## config.mk

```make
export PLATFORM = sky130hd
export DESIGN_NAME = p8g_port8_gpio
export DESIGN_NICKNAME = d
export VERILOG_FILES = /design/src/rtl/p8g_pkg.sv /design/src/rtl/p8g_port_reg.sv /design/src/rtl/p8g_pin_cell.sv /design/src/rtl/p8g_port8_gpio.sv
export VERILOG_INCLUDE_DIRS = /design/src /design/src/rtl
export SDC_FILE = /design/constraint.sdc
export NUM_CORES = 1
export LEC_CHECK = 0
export ABC_AREA = 1
export BUFFER_PORTS_ARGS = -buffer_cell sky130_fd_sc_hd__buf_2
export CELL_PAD_IN_SITES_DETAIL_PLACEMENT = 1
export CELL_PAD_IN_SITES_GLOBAL_PLACEMENT = 1
export CORE_UTILIZATION = 31
export DETAILED_ROUTE_END_ITERATION = 16
export PLACE_DENSITY = 0.85
export SETUP_SLACK_MARGIN = 0.3
export SLEW_MARGIN = 20
export SYNTH_ARGS = -nofsm -noshare
export SYNTH_HDL_FRONTEND = slang
export SYNTH_SLANG_ARGS = --single-unit
```

## constraint.sdc

```tcl
create_clock -name ref_clk -period 1.7 [get_ports ref_clk]
set_clock_uncertainty 0.15 [all_clocks]
set_input_delay 0.255 -clock ref_clk [delete_from_list [all_inputs] [get_ports ref_clk]]
set_output_delay 0.255 -clock ref_clk [all_outputs]
set_load 0.05 [all_outputs]
```

## src/rtl/p8g_consts.svh

```systemverilog
// Register offsets, reset values and bus codes of the port 8 block.
`ifndef P8G_CONSTS_SVH
`define P8G_CONSTS_SVH

`define P8G_OFS_DIRECTION 8'h00
`define P8G_OFS_OUTPUT_DATA 8'h04
`define P8G_OFS_PIN_OWNER 8'h08

`define P8G_DIR_RESET 8'h00
`define P8G_DATA_RESET 8'h00
`define P8G_PORT_BITS 5
`define P8G_LANE_BITS 8

`define P8G_RESP_OKAY 2'h0
`define P8G_RESP_SLVERR 2'h2

`define P8G_SEL_HOLD 3'h0

`endif

```

## src/rtl/p8g_pkg.sv

```systemverilog
// Types and shared decoding of the port 8 block.
package p8g_pkg;

    typedef logic [2:0] p8g_io_sel_t;

    typedef enum logic [0:0] {
        P8G_WR_COLLECT = 1'b0,
        P8G_WR_RESP = 1'b1
    } p8g_wr_state_t;

    typedef enum logic [0:0] {
        P8G_RD_IDLE = 1'b0,
        P8G_RD_RESP = 1'b1
    } p8g_rd_state_t;

    typedef enum logic [1:0] {
        P8G_REG_DIRECTION = 2'b00,
        P8G_REG_OUTPUT_DATA = 2'b01,
        P8G_REG_PIN_OWNER = 2'b10,
        P8G_REG_NONE = 2'b11
    } p8g_reg_sel_t;

    typedef struct packed {
        p8g_wr_state_t wrState;
        logic awHeld;
        logic [7:0] awAddr;
        logic awHigh;
        logic wHeld;
        logic [7:0] wData;
        logic wLane0;
        logic [1:0] bResp;
        p8g_rd_state_t rdState;
        logic [31:0] rData;
        logic [1:0] rResp;
    } p8g_bus_state_t;

    typedef struct packed {
        logic pinOut;
        logic pinOe;
        logic timerIn;
    } p8g_pin_state_t;

    // True when the timer channel output owns the pin: select 001 or 01x.
    function automatic logic p8g_timer_drives(input p8g_io_sel_t sel);
        p8g_timer_drives = (sel == 3'h1) || (sel[2:1] == 2'h1);
    endfunction

endpackage

```

## src/rtl/p8g_port_reg.sv

```systemverilog
// Write-strobed storage latch for one port register.
`timescale 1ns/1ns
module p8g_port_reg #(
    parameter int WIDTH = 5,
    parameter logic [WIDTH-1:0] RESET_VALUE = '0
) (
    input wire logic ref_clk,
    input wire logic rst_b,
    input wire logic wrEn,
    input wire logic [WIDTH-1:0] wrData,
    output logic [WIDTH-1:0] value_r
);
    import p8g_pkg::*;

    logic [WIDTH-1:0] value_nxt;

    if (WIDTH < 1 || WIDTH > 8) begin : g_bad_width
        $error("p8g_port_reg WIDTH must lie between 1 and 8");
    end

    always_comb begin
        value_nxt = wrEn ? wrData : value_r;
    end

    always_ff @(posedge ref_clk or negedge rst_b) begin
        if (!rst_b) begin
            value_r <= RESET_VALUE;
        end else begin
            value_r <= value_nxt;
        end
    end
endmodule // p8g_port_reg

```

## src/rtl/p8g_pin_cell.sv

```systemverilog
// One port pin with its optional timer channel sharing.
`timescale 1ns/1ns
module p8g_pin_cell #(
    parameter bit SHARED = 1'b1
) (
    input wire logic ref_clk,
    input wire logic rst_b,
    input wire logic dirBit,
    input wire logic latchBit,
    input wire p8g_pkg::p8g_io_sel_t ioSel,
    input wire logic timerOut,
    input wire logic pinIn,
    output logic pinOut,
    output logic pinOe,
    output logic timerIn
);
    import p8g_pkg::*;

    p8g_pin_state_t state_r;
    p8g_pin_state_t state_nxt;
    logic timerOwns;

    assign timerOwns = SHARED && p8g_timer_drives(ioSel);

    always_comb begin
        state_nxt = state_r;
        if (timerOwns) begin
            state_nxt.pinOut = timerOut;
            state_nxt.pinOe = 1'b1;
        end else begin
            state_nxt.pinOut = latchBit;
            state_nxt.pinOe = dirBit;
        end
        // The channel input always sees the pin, also while the port drives it.
        state_nxt.timerIn = pinIn;
    end

    always_ff @(posedge ref_clk or negedge rst_b) begin
        if (!rst_b) begin
            state_r <= '0;
        end else begin
            state_r <= state_nxt;
        end
    end

    assign pinOut = state_r.pinOut;
    assign pinOe = state_r.pinOe;
    assign timerIn = state_r.timerIn;
endmodule // p8g_pin_cell

```

## src/rtl/p8g_port8_gpio.sv

```systemverilog
// Port 8 general-purpose I/O block with timer channel sharing and an AXI4-Lite slave.
//
// Implementation choices: the AXI4-Lite slave port and the address map.
`timescale 1ns/1ns
`include "p8g_consts.svh"

////////////////////////////////////////////////////////////////////////////////
module p8g_port8_gpio #(
    parameter int ADDR_WIDTH = 12
) (
    input wire logic ref_clk,
    input wire logic rst_b,
    input wire logic [ADDR_WIDTH-1:0] awaddr,
    input wire logic [2:0] awprot,
    input wire logic awvalid,
    output logic awready,
    input wire logic [31:0] wdata,
    input wire logic [3:0] wstrb,
    input wire logic wvalid,
    output logic wready,
    output logic [1:0] bresp,
    output logic bvalid,
    input wire logic bready,
    input wire logic [ADDR_WIDTH-1:0] araddr,
    input wire logic [2:0] arprot,
    input wire logic arvalid,
    output logic arready,
    output logic [31:0] rdata,
    output logic [1:0] rresp,
    output logic rvalid,
    input wire logic rready,
    input wire logic [4:0] portPinIn,
    output logic [4:0] portPinOut,
    output logic [4:0] portPinOe,
    input wire p8g_pkg::p8g_io_sel_t chanAIoSel,
    input wire p8g_pkg::p8g_io_sel_t chanBIoSel,
    input wire p8g_pkg::p8g_io_sel_t chanCIoSel,
    input wire p8g_pkg::p8g_io_sel_t chanDIoSel,
    input wire logic [3:0] timerChanOut,
    output logic [3:0] timerChanIn,
    output logic timerExtClockIn
);
    import p8g_pkg::*;

    ////////////////////////////////////////////////////////////////////////////
    // Parameter checks.

    if (ADDR_WIDTH < 8 || ADDR_WIDTH > 32) begin : g_bad_addr_width
        $error("p8g_port8_gpio ADDR_WIDTH must lie between 8 and 32");
    end

    if ((`P8G_OFS_DIRECTION & 8'h03) != 8'h00
        || (`P8G_OFS_OUTPUT_DATA & 8'h03) != 8'h00
        || (`P8G_OFS_PIN_OWNER & 8'h03) != 8'h00) begin : g_bad_alignment
        $error("p8g_port8_gpio register offsets must be word aligned");
    end

    if (`P8G_OFS_DIRECTION == `P8G_OFS_OUTPUT_DATA
        || `P8G_OFS_DIRECTION == `P8G_OFS_PIN_OWNER
        || `P8G_OFS_OUTPUT_DATA == `P8G_OFS_PIN_OWNER) begin : g_bad_offsets
        $error("p8g_port8_gpio register offsets must all differ");
    end

    if (`P8G_PORT_BITS != 5 || `P8G_PORT_BITS > `P8G_LANE_BITS) begin : g_bad_port_bits
        $error("p8g_port8_gpio serves exactly five pins inside one byte lane");
    end

    if ((`P8G_DIR_RESET >> `P8G_PORT_BITS) != 8'h00
        || (`P8G_DATA_RESET >> `P8G_PORT_BITS) != 8'h00) begin : g_bad_reset
        $error("p8g_port8_gpio reset values must fit the five port bits");
    end

    if (`P8G_SEL_HOLD != 3'h0) begin : g_bad_hold
        $error("p8g_port8_gpio pin 0 select must leave the port in charge");
    end

    ////////////////////////////////////////////////////////////////////////////
    // Address decoding, shared by the write and the read path.

    function automatic p8g_reg_sel_t decodeReg(input logic [7:0] low, input logic high);
        p8g_reg_sel_t sel;
        sel = P8G_REG_NONE;
        if (!high) begin
            case (low)
                `P8G_OFS_DIRECTION: begin
                    sel = P8G_REG_DIRECTION;
                end
                `P8G_OFS_OUTPUT_DATA: begin
                    sel = P8G_REG_OUTPUT_DATA;
                end
                `P8G_OFS_PIN_OWNER: begin
                    sel = P8G_REG_PIN_OWNER;
                end
                default: begin
                    sel = P8G_REG_NONE;
                end
            endcase
        end
        decodeReg = sel;
    endfunction

    // Any set bit above the low byte makes the address unmapped.
    function automatic logic upperSet(input logic [ADDR_WIDTH-1:0] addr);
        logic [ADDR_WIDTH-1:0] mask;
        mask = {{(ADDR_WIDTH-8){1'b1}}, 8'h00};
        upperSet = |(addr & mask);
    endfunction

    // Unmapped offsets are refused; the read-only owner view takes writes and drops them.
    function automatic logic [1:0] respFor(input p8g_reg_sel_t sel);
        if (sel == P8G_REG_NONE) begin
            respFor = `P8G_RESP_SLVERR;
        end else begin
            respFor = `P8G_RESP_OKAY;
        end
    endfunction

    ////////////////////////////////////////////////////////////////////////////
    // Declarations.

    p8g_bus_state_t state_r;
    p8g_bus_state_t state_nxt;

    logic [4:0] direction_r;
    logic [4:0] outputData_r;
    logic [4:0] portReadValue;
    logic [4:0] timerOwnsPin;
    logic [3:0] ownerView;
    p8g_io_sel_t pinSel [4:0];
    logic [4:0] pinTimerOut;
    logic [4:0] pinTimerIn;
    logic writeFire;
    p8g_reg_sel_t writeSel;
    p8g_reg_sel_t readSel;
    logic dirWe;
    logic dataWe;
    logic awTake;
    logic wTake;
    logic arTake;

    ////////////////////////////////////////////////////////////////////////////
    // Bus handshakes.

    // Address and data are each accepted once per write, in either order.
    assign awready = (state_r.wrState == P8G_WR_COLLECT) && !state_r.awHeld;
    assign wready = (state_r.wrState == P8G_WR_COLLECT) && !state_r.wHeld;
    assign arready = (state_r.rdState == P8G_RD_IDLE);

    assign awTake = awvalid && awready;
    assign wTake = wvalid && wready;
    assign arTake = arvalid && arready;

    // The write commits in the cycle in which both halves are held.
    assign writeFire = (state_r.wrState == P8G_WR_COLLECT) && state_r.awHeld
        && state_r.wHeld;
    assign writeSel = decodeReg(state_r.awAddr, state_r.awHigh);
    assign readSel = decodeReg(araddr[7:0], upperSet(araddr));

    // Only the low byte lane carries register data.
    assign dirWe = writeFire && state_r.wLane0 && (writeSel == P8G_REG_DIRECTION);
    assign dataWe = writeFire && state_r.wLane0 && (writeSel == P8G_REG_OUTPUT_DATA);

    ////////////////////////////////////////////////////////////////////////////
    // Port registers.

    // The direction bits have no read path, so software must keep its own copy of them.
    p8g_port_reg #(
        .WIDTH(`P8G_PORT_BITS),
        .RESET_VALUE(`P8G_PORT_BITS'(`P8G_DIR_RESET))
    ) u_direction (
        .ref_clk(ref_clk),
        .rst_b(rst_b),
        .wrEn(dirWe),
        .wrData(state_r.wData[4:0]),
        .value_r(direction_r)
    );

    p8g_port_reg #(
        .WIDTH(`P8G_PORT_BITS),
        .RESET_VALUE(`P8G_PORT_BITS'(`P8G_DATA_RESET))
    ) u_output_data (
        .ref_clk(ref_clk),
        .rst_b(rst_b),
        .wrEn(dataWe),
        .wrData(state_r.wData[4:0]),
        .value_r(outputData_r)
    );

    ////////////////////////////////////////////////////////////////////////////
    // Pin sharing.

    // Pin 0 has no channel select, so it never gives way to the timer.
    assign pinSel[0] = `P8G_SEL_HOLD;
    assign pinSel[1] = chanAIoSel;
    assign pinSel[2] = chanBIoSel;
    assign pinSel[3] = chanCIoSel;
    assign pinSel[4] = chanDIoSel;
    assign pinTimerOut = {timerChanOut, 1'b0};

    // Each cell registers its drive and its input copy, so every path through a cell has one cycle of delay.
    genvar pin;
    generate
        for (pin = 0; pin < 5; pin++) begin : g_pin
            assign timerOwnsPin[pin] = (pin != 0) && p8g_timer_drives(pinSel[pin]);

            p8g_pin_cell #(
                .SHARED(pin != 0)
            ) u_cell (
                .ref_clk(ref_clk),
                .rst_b(rst_b),
                .dirBit(direction_r[pin]),
                .latchBit(outputData_r[pin]),
                .ioSel(pinSel[pin]),
                .timerOut(pinTimerOut[pin]),
                .pinIn(portPinIn[pin]),
                .pinOut(portPinOut[pin]),
                .pinOe(portPinOe[pin]),
                .timerIn(pinTimerIn[pin])
            );
        end
    endgenerate

    assign timerChanIn = pinTimerIn[4:1];
    assign timerExtClockIn = pinTimerIn[0];
    assign ownerView = timerOwnsPin[4:1];

    ////////////////////////////////////////////////////////////////////////////
    // Read value of the data register.

    // Output bits read back the latch, input bits the live pin level.
    generate
        for (pin = 0; pin < 5; pin++) begin : g_read
            assign portReadValue[pin] = direction_r[pin]
                ? outputData_r[pin]
                : portPinIn[pin];
        end
    endgenerate

    ////////////////////////////////////////////////////////////////////////////
    // Next state of the bus slave.

    always_comb begin
        state_nxt = state_r;

        // Each half is captured once; its held flag then closes its ready until the commit.
        if (awTake) begin
            state_nxt.awHeld = 1'b1;
            state_nxt.awAddr = awaddr[7:0];
            state_nxt.awHigh = upperSet(awaddr);
        end
        if (wTake) begin
            state_nxt.wHeld = 1'b1;
            state_nxt.wData = wdata[7:0];
            state_nxt.wLane0 = wstrb[0];
        end

        case (state_r.wrState)
            P8G_WR_COLLECT: begin
                if (writeFire) begin
                    state_nxt.awHeld = 1'b0;
                    state_nxt.wHeld = 1'b0;
                    state_nxt.wrState = P8G_WR_RESP;
                    state_nxt.bResp = respFor(writeSel);
                end
            end
            P8G_WR_RESP: begin
                // The response stands until the master takes it.
                if (bready) begin
                    state_nxt.wrState = P8G_WR_COLLECT;
                    state_nxt.bResp = `P8G_RESP_OKAY;
                end
            end
            default: begin
                state_nxt.wrState = P8G_WR_COLLECT;
            end
        endcase

        case (state_r.rdState)
            P8G_RD_IDLE: begin
                if (arTake) begin
                    state_nxt.rdState = P8G_RD_RESP;
                    state_nxt.rResp = respFor(readSel);
                    state_nxt.rData = 32'h0;
                    case (readSel)
                        P8G_REG_DIRECTION: begin
                            // Direction bits are write-only and read as zero.
                            state_nxt.rData = 32'h0;
                        end
                        P8G_REG_OUTPUT_DATA: begin
                            state_nxt.rData = {27'h0, portReadValue};
                        end
                        P8G_REG_PIN_OWNER: begin
                            state_nxt.rData = {27'h0, ownerView, 1'b0};
                        end
                        default: begin
                            state_nxt.rResp = `P8G_RESP_SLVERR;
                        end
                    endcase
                end
            end
            P8G_RD_RESP: begin
                // Read data fall back to zero once taken, so no stale word lingers.
                if (rready) begin
                    state_nxt.rdState = P8G_RD_IDLE;
                    state_nxt.rData = 32'h0;
                    state_nxt.rResp = `P8G_RESP_OKAY;
                end
            end
            default: begin
                state_nxt.rdState = P8G_RD_IDLE;
            end
        endcase
    end

    always_ff @(posedge ref_clk or negedge rst_b) begin
        if (!rst_b) begin
            state_r <= '0;
        end else begin
            state_r <= state_nxt;
        end
    end

    ////////////////////////////////////////////////////////////////////////////
    // Bus outputs.

    // Responses come straight from state flip-flops, never from the request inputs.
    assign bvalid = (state_r.wrState == P8G_WR_RESP);
    assign bresp = state_r.bResp;
    assign rvalid = (state_r.rdState == P8G_RD_RESP);
    assign rdata = state_r.rData;
    assign rresp = state_r.rResp;
endmodule // p8g_port8_gpio

```

==> flow_metrics.tcl <==
set metrics [dict create \
    clock_latency_ns 0.30 \
    rows 33 \
    rr_worst_depth 6 \
    io_buffers 84 \
    maxCapViolations 0 \
    drive_gt1_share_pct 41.56 \
    ys_seq_area_share_pct 48.36 \
    fp.dieArea_mm2 0.008885 \
    arrival_ns 1.09 \
    critPathRequiredTime_ns 1.29 \
    fin_crit_sh_pct 88.03 \
    cts_max_level 2 \
    multi_input_area_mm2 0.001134 \
    synth_top_family_by_area "simple AND/OR/NAND/NOR gates" \
    cts_buffer_depth 2 \
    cellPowerDensity_mw_per_mm2 1184 \
    grt_pass1_vias 2242 \
    p_total_mw 4.172 \
    synth_top_area_share_pct 48.36 \
    rsz0062_at_grt "yes" \
    fillCellCount 1000 \
    core-area_mm2 0.008217 \
    clock_sinks 51 \
    yosysMostFrequentCell "nand2_1" \
    reg2reg_from "bvalid" \
    gp_congestion 0.7445 \
    synth_fa_ha_area_share_pct 1.897 \
    drtIter0Drc 27 \
    rrSetupSlack_ns 0.22 \
    setup_violations 0 \
    synth_common_cells "nand2_1 (78), dfrtp_1 (51), buf_4 (50), inv_1 (22)" \
    die_y_um 94.26 \
    synthTopCellsByArea "dfrtp_1 (48%), buf_4 (14%), nand2_1 (11%)" \
    synth_top_cell_by_area "dfrtp_1" \
    period_minus_slack_ns 1.496 \
    firstDrtPassIters 4 \
    hold_viol 0 \
    path_clk_slew_ns 0.09 \
    grt_pass1_wl_um 10080 \
    synthMuxAreaShare_pct 0 \
    synth_edf_count 0 \
    ys_types 26 \
    io_pins 150 \
    slew_viol_final 0 \
    ant_nets 0 \
    status "finished clean" \
    syn_inst 298 \
    crit_start "bvalid" \
    ir_drop_mv 0.8270 \
    die_w_um 94.26 \
    area_growth_pct 33.52 \
    drt_wl_total_um 6297 \
    start_util_pct 32.12 \
    ys_warn_count 0 \
    wl_per_cell_um 12.54 \
    final_nets 494 \
    crit_end "wready" \
    synth_compound_area_share_pct 5.263 \
    numCtsBuffers 5 \
    tritoncts "yes" \
    synth_flop_cell "dfrtp_1" \
    syn_avg_cell_area_um2 8.855 \
    p_leak_nw 1.829 \
    grt_start_max_net_pins 30 \
    grt_overflow 0 \
    ys_ff_latch 51 \
    yosys.area_share.simple_pct 25.18 \
    r2r-end "u_direction.value_r[2]" \
    viasPerCell 4.287 \
    diodes 0 \
    async_flop_share_pct 100.0 \
    synthesis.area_mm2 0.002639 \
    placed_cell_area_mm2 0.002984 \
    design_area_mm2 0.003523 \
    cts_root_buf "clkbuf_8" \
    place.detailed.hpwl_um 4485 \
    grt_usage_pct 14.57 \
    cp-start-kind "flop" \
    critical_path_class "reg -> out" \
    antenna_found_initial 0 \
    synthXorXnorAreaFrac_pct 0 \
    seqCellArea_mm2 0.001280 \
    drc_errors 0 \
    via_count 2152 \
    worstSetupEndpointType "output pin" \
    worstPathMaxFanout 6 \
    fin_util_pct 42.88 \
    hold_class "in -> reg" \
    max_freq_mhz 668.2 \
]
[final cells by class]
type                       instances  area share, %
sequential                        51          36.33
multi-input combinational        198          32.17
timing repair buffer             116          22.05
tap                              105          3.729
inverter                          24          2.876
clock buffer                       8          2.841
[worst min-delay path by stage]
stage / endpoint / depth (start not counted) / startpoint / slack [ns]
floorplan: bresp[1] / 0 / rst_b / -0.19
global placement: g_pin[2].u_cell.timerIn / 1 / rst_b / -0.04
detailed placement: g_pin[2].u_cell.pinOe / 1 / rst_b / -0.05
CTS: state_r[53] / 3 / awaddr[5] / 0.001
global route: state_r[53] / 3 / awaddr[5] / 0.01
finish: state_r[53] / 3 / awaddr[5] / 0.002
[state kept, by name, summed over array words and instances (netlist names), 5 cells and up]
register and cells:
u_direction.value_r 5, g_pin.u_cell.timerIn 5, state_r 17, g_pin.u_cell.pinOe 5
rdata 5, g_pin.u_cell.pinOut 5, u_output_data.value_r 5
[per-layer routing]
layer / wire length [µm] / up-vias / GRT usage [%] / share of wire [%]
li1: - / 1059 / - / -
met5: 0 / - / 0 / 0
met3: 332 / 6 / 2.832 / 5.3
met2: 3516 / 68 / 27.42 / 56
met4: 26 / 0 / 3.718 / 0.41
met1: 2421 / 1019 / 16.59 / 38
[report_power, final]
part	internal [mW]	total [mW]	switching [mW]
combinational	0.620	1.73	1.11
clock	0.372	0.757	0.385
sequential	1.47	1.68	0.212
[metrics by stage]
step / instances / hold slack [ns] / setup WS [ns] / setup TNS (ns)
2_1_floorplan: 326 / -0.1906 / 0.1288 / 0
3_3_place_gp: 468 / -0.04416 / 0.0006628 / 0
3_5_place_dp: 468 / -0.04600 / -0.05633 / -0.2194
4_1_cts: 499 / 0.001390 / 0.1841 / 0
5_1_grt: 502 / 0.01120 / 0.1358 / 0
6_report: 502 / 0.002458 / 0.2035 / 0
[critical path, cell delays in order, from the launching register on]
cell and delay (ns):
dfrtp_2 0.49, nor2_4 0.14, buf_8 0.16
[placed cells by master, fill, tap and decap left out, types with 6 or more instances in the layout]
cell / count
nand4_1: 11
buf_2: 76
dlygate4sd3_1: 11
dfrtp_1: 48
buf_4: 15
clkbuf_8: 7
inv_1: 19
nor2_1: 10
nor2_4: 7
buf_6: 9
nand2_2: 8
nand3_1: 15
nand2_1: 69
nor2_2: 7
conb_1: 29
a21oi_1: 6
[cell families after synthesis]
| group | Yosys count |
|---|---|
| and+or+nand+nor | 143 |
| other | 1 |
| adders and majority gates | 4 |
| DFF | 51 |
| buffers and inverters | 77 |
| AOI/OAI and AO/OA | 22 |
[what timing repair did]
| item | 4_1_cts | 5_1_grt |
|---|---|---|
| setup endpoints to repair | 18 | 36 |
| gates resized for setup | 31 | 30 |
| hold buffers | 11 | 0 |
| endpoints found under the hold margin | 61 | 0 |
| cloned | 0 | 0 |
| pin swaps | 13 | 19 |
| buffers inserted | 12 | 3 |
(Power assumes the default switching activity.)
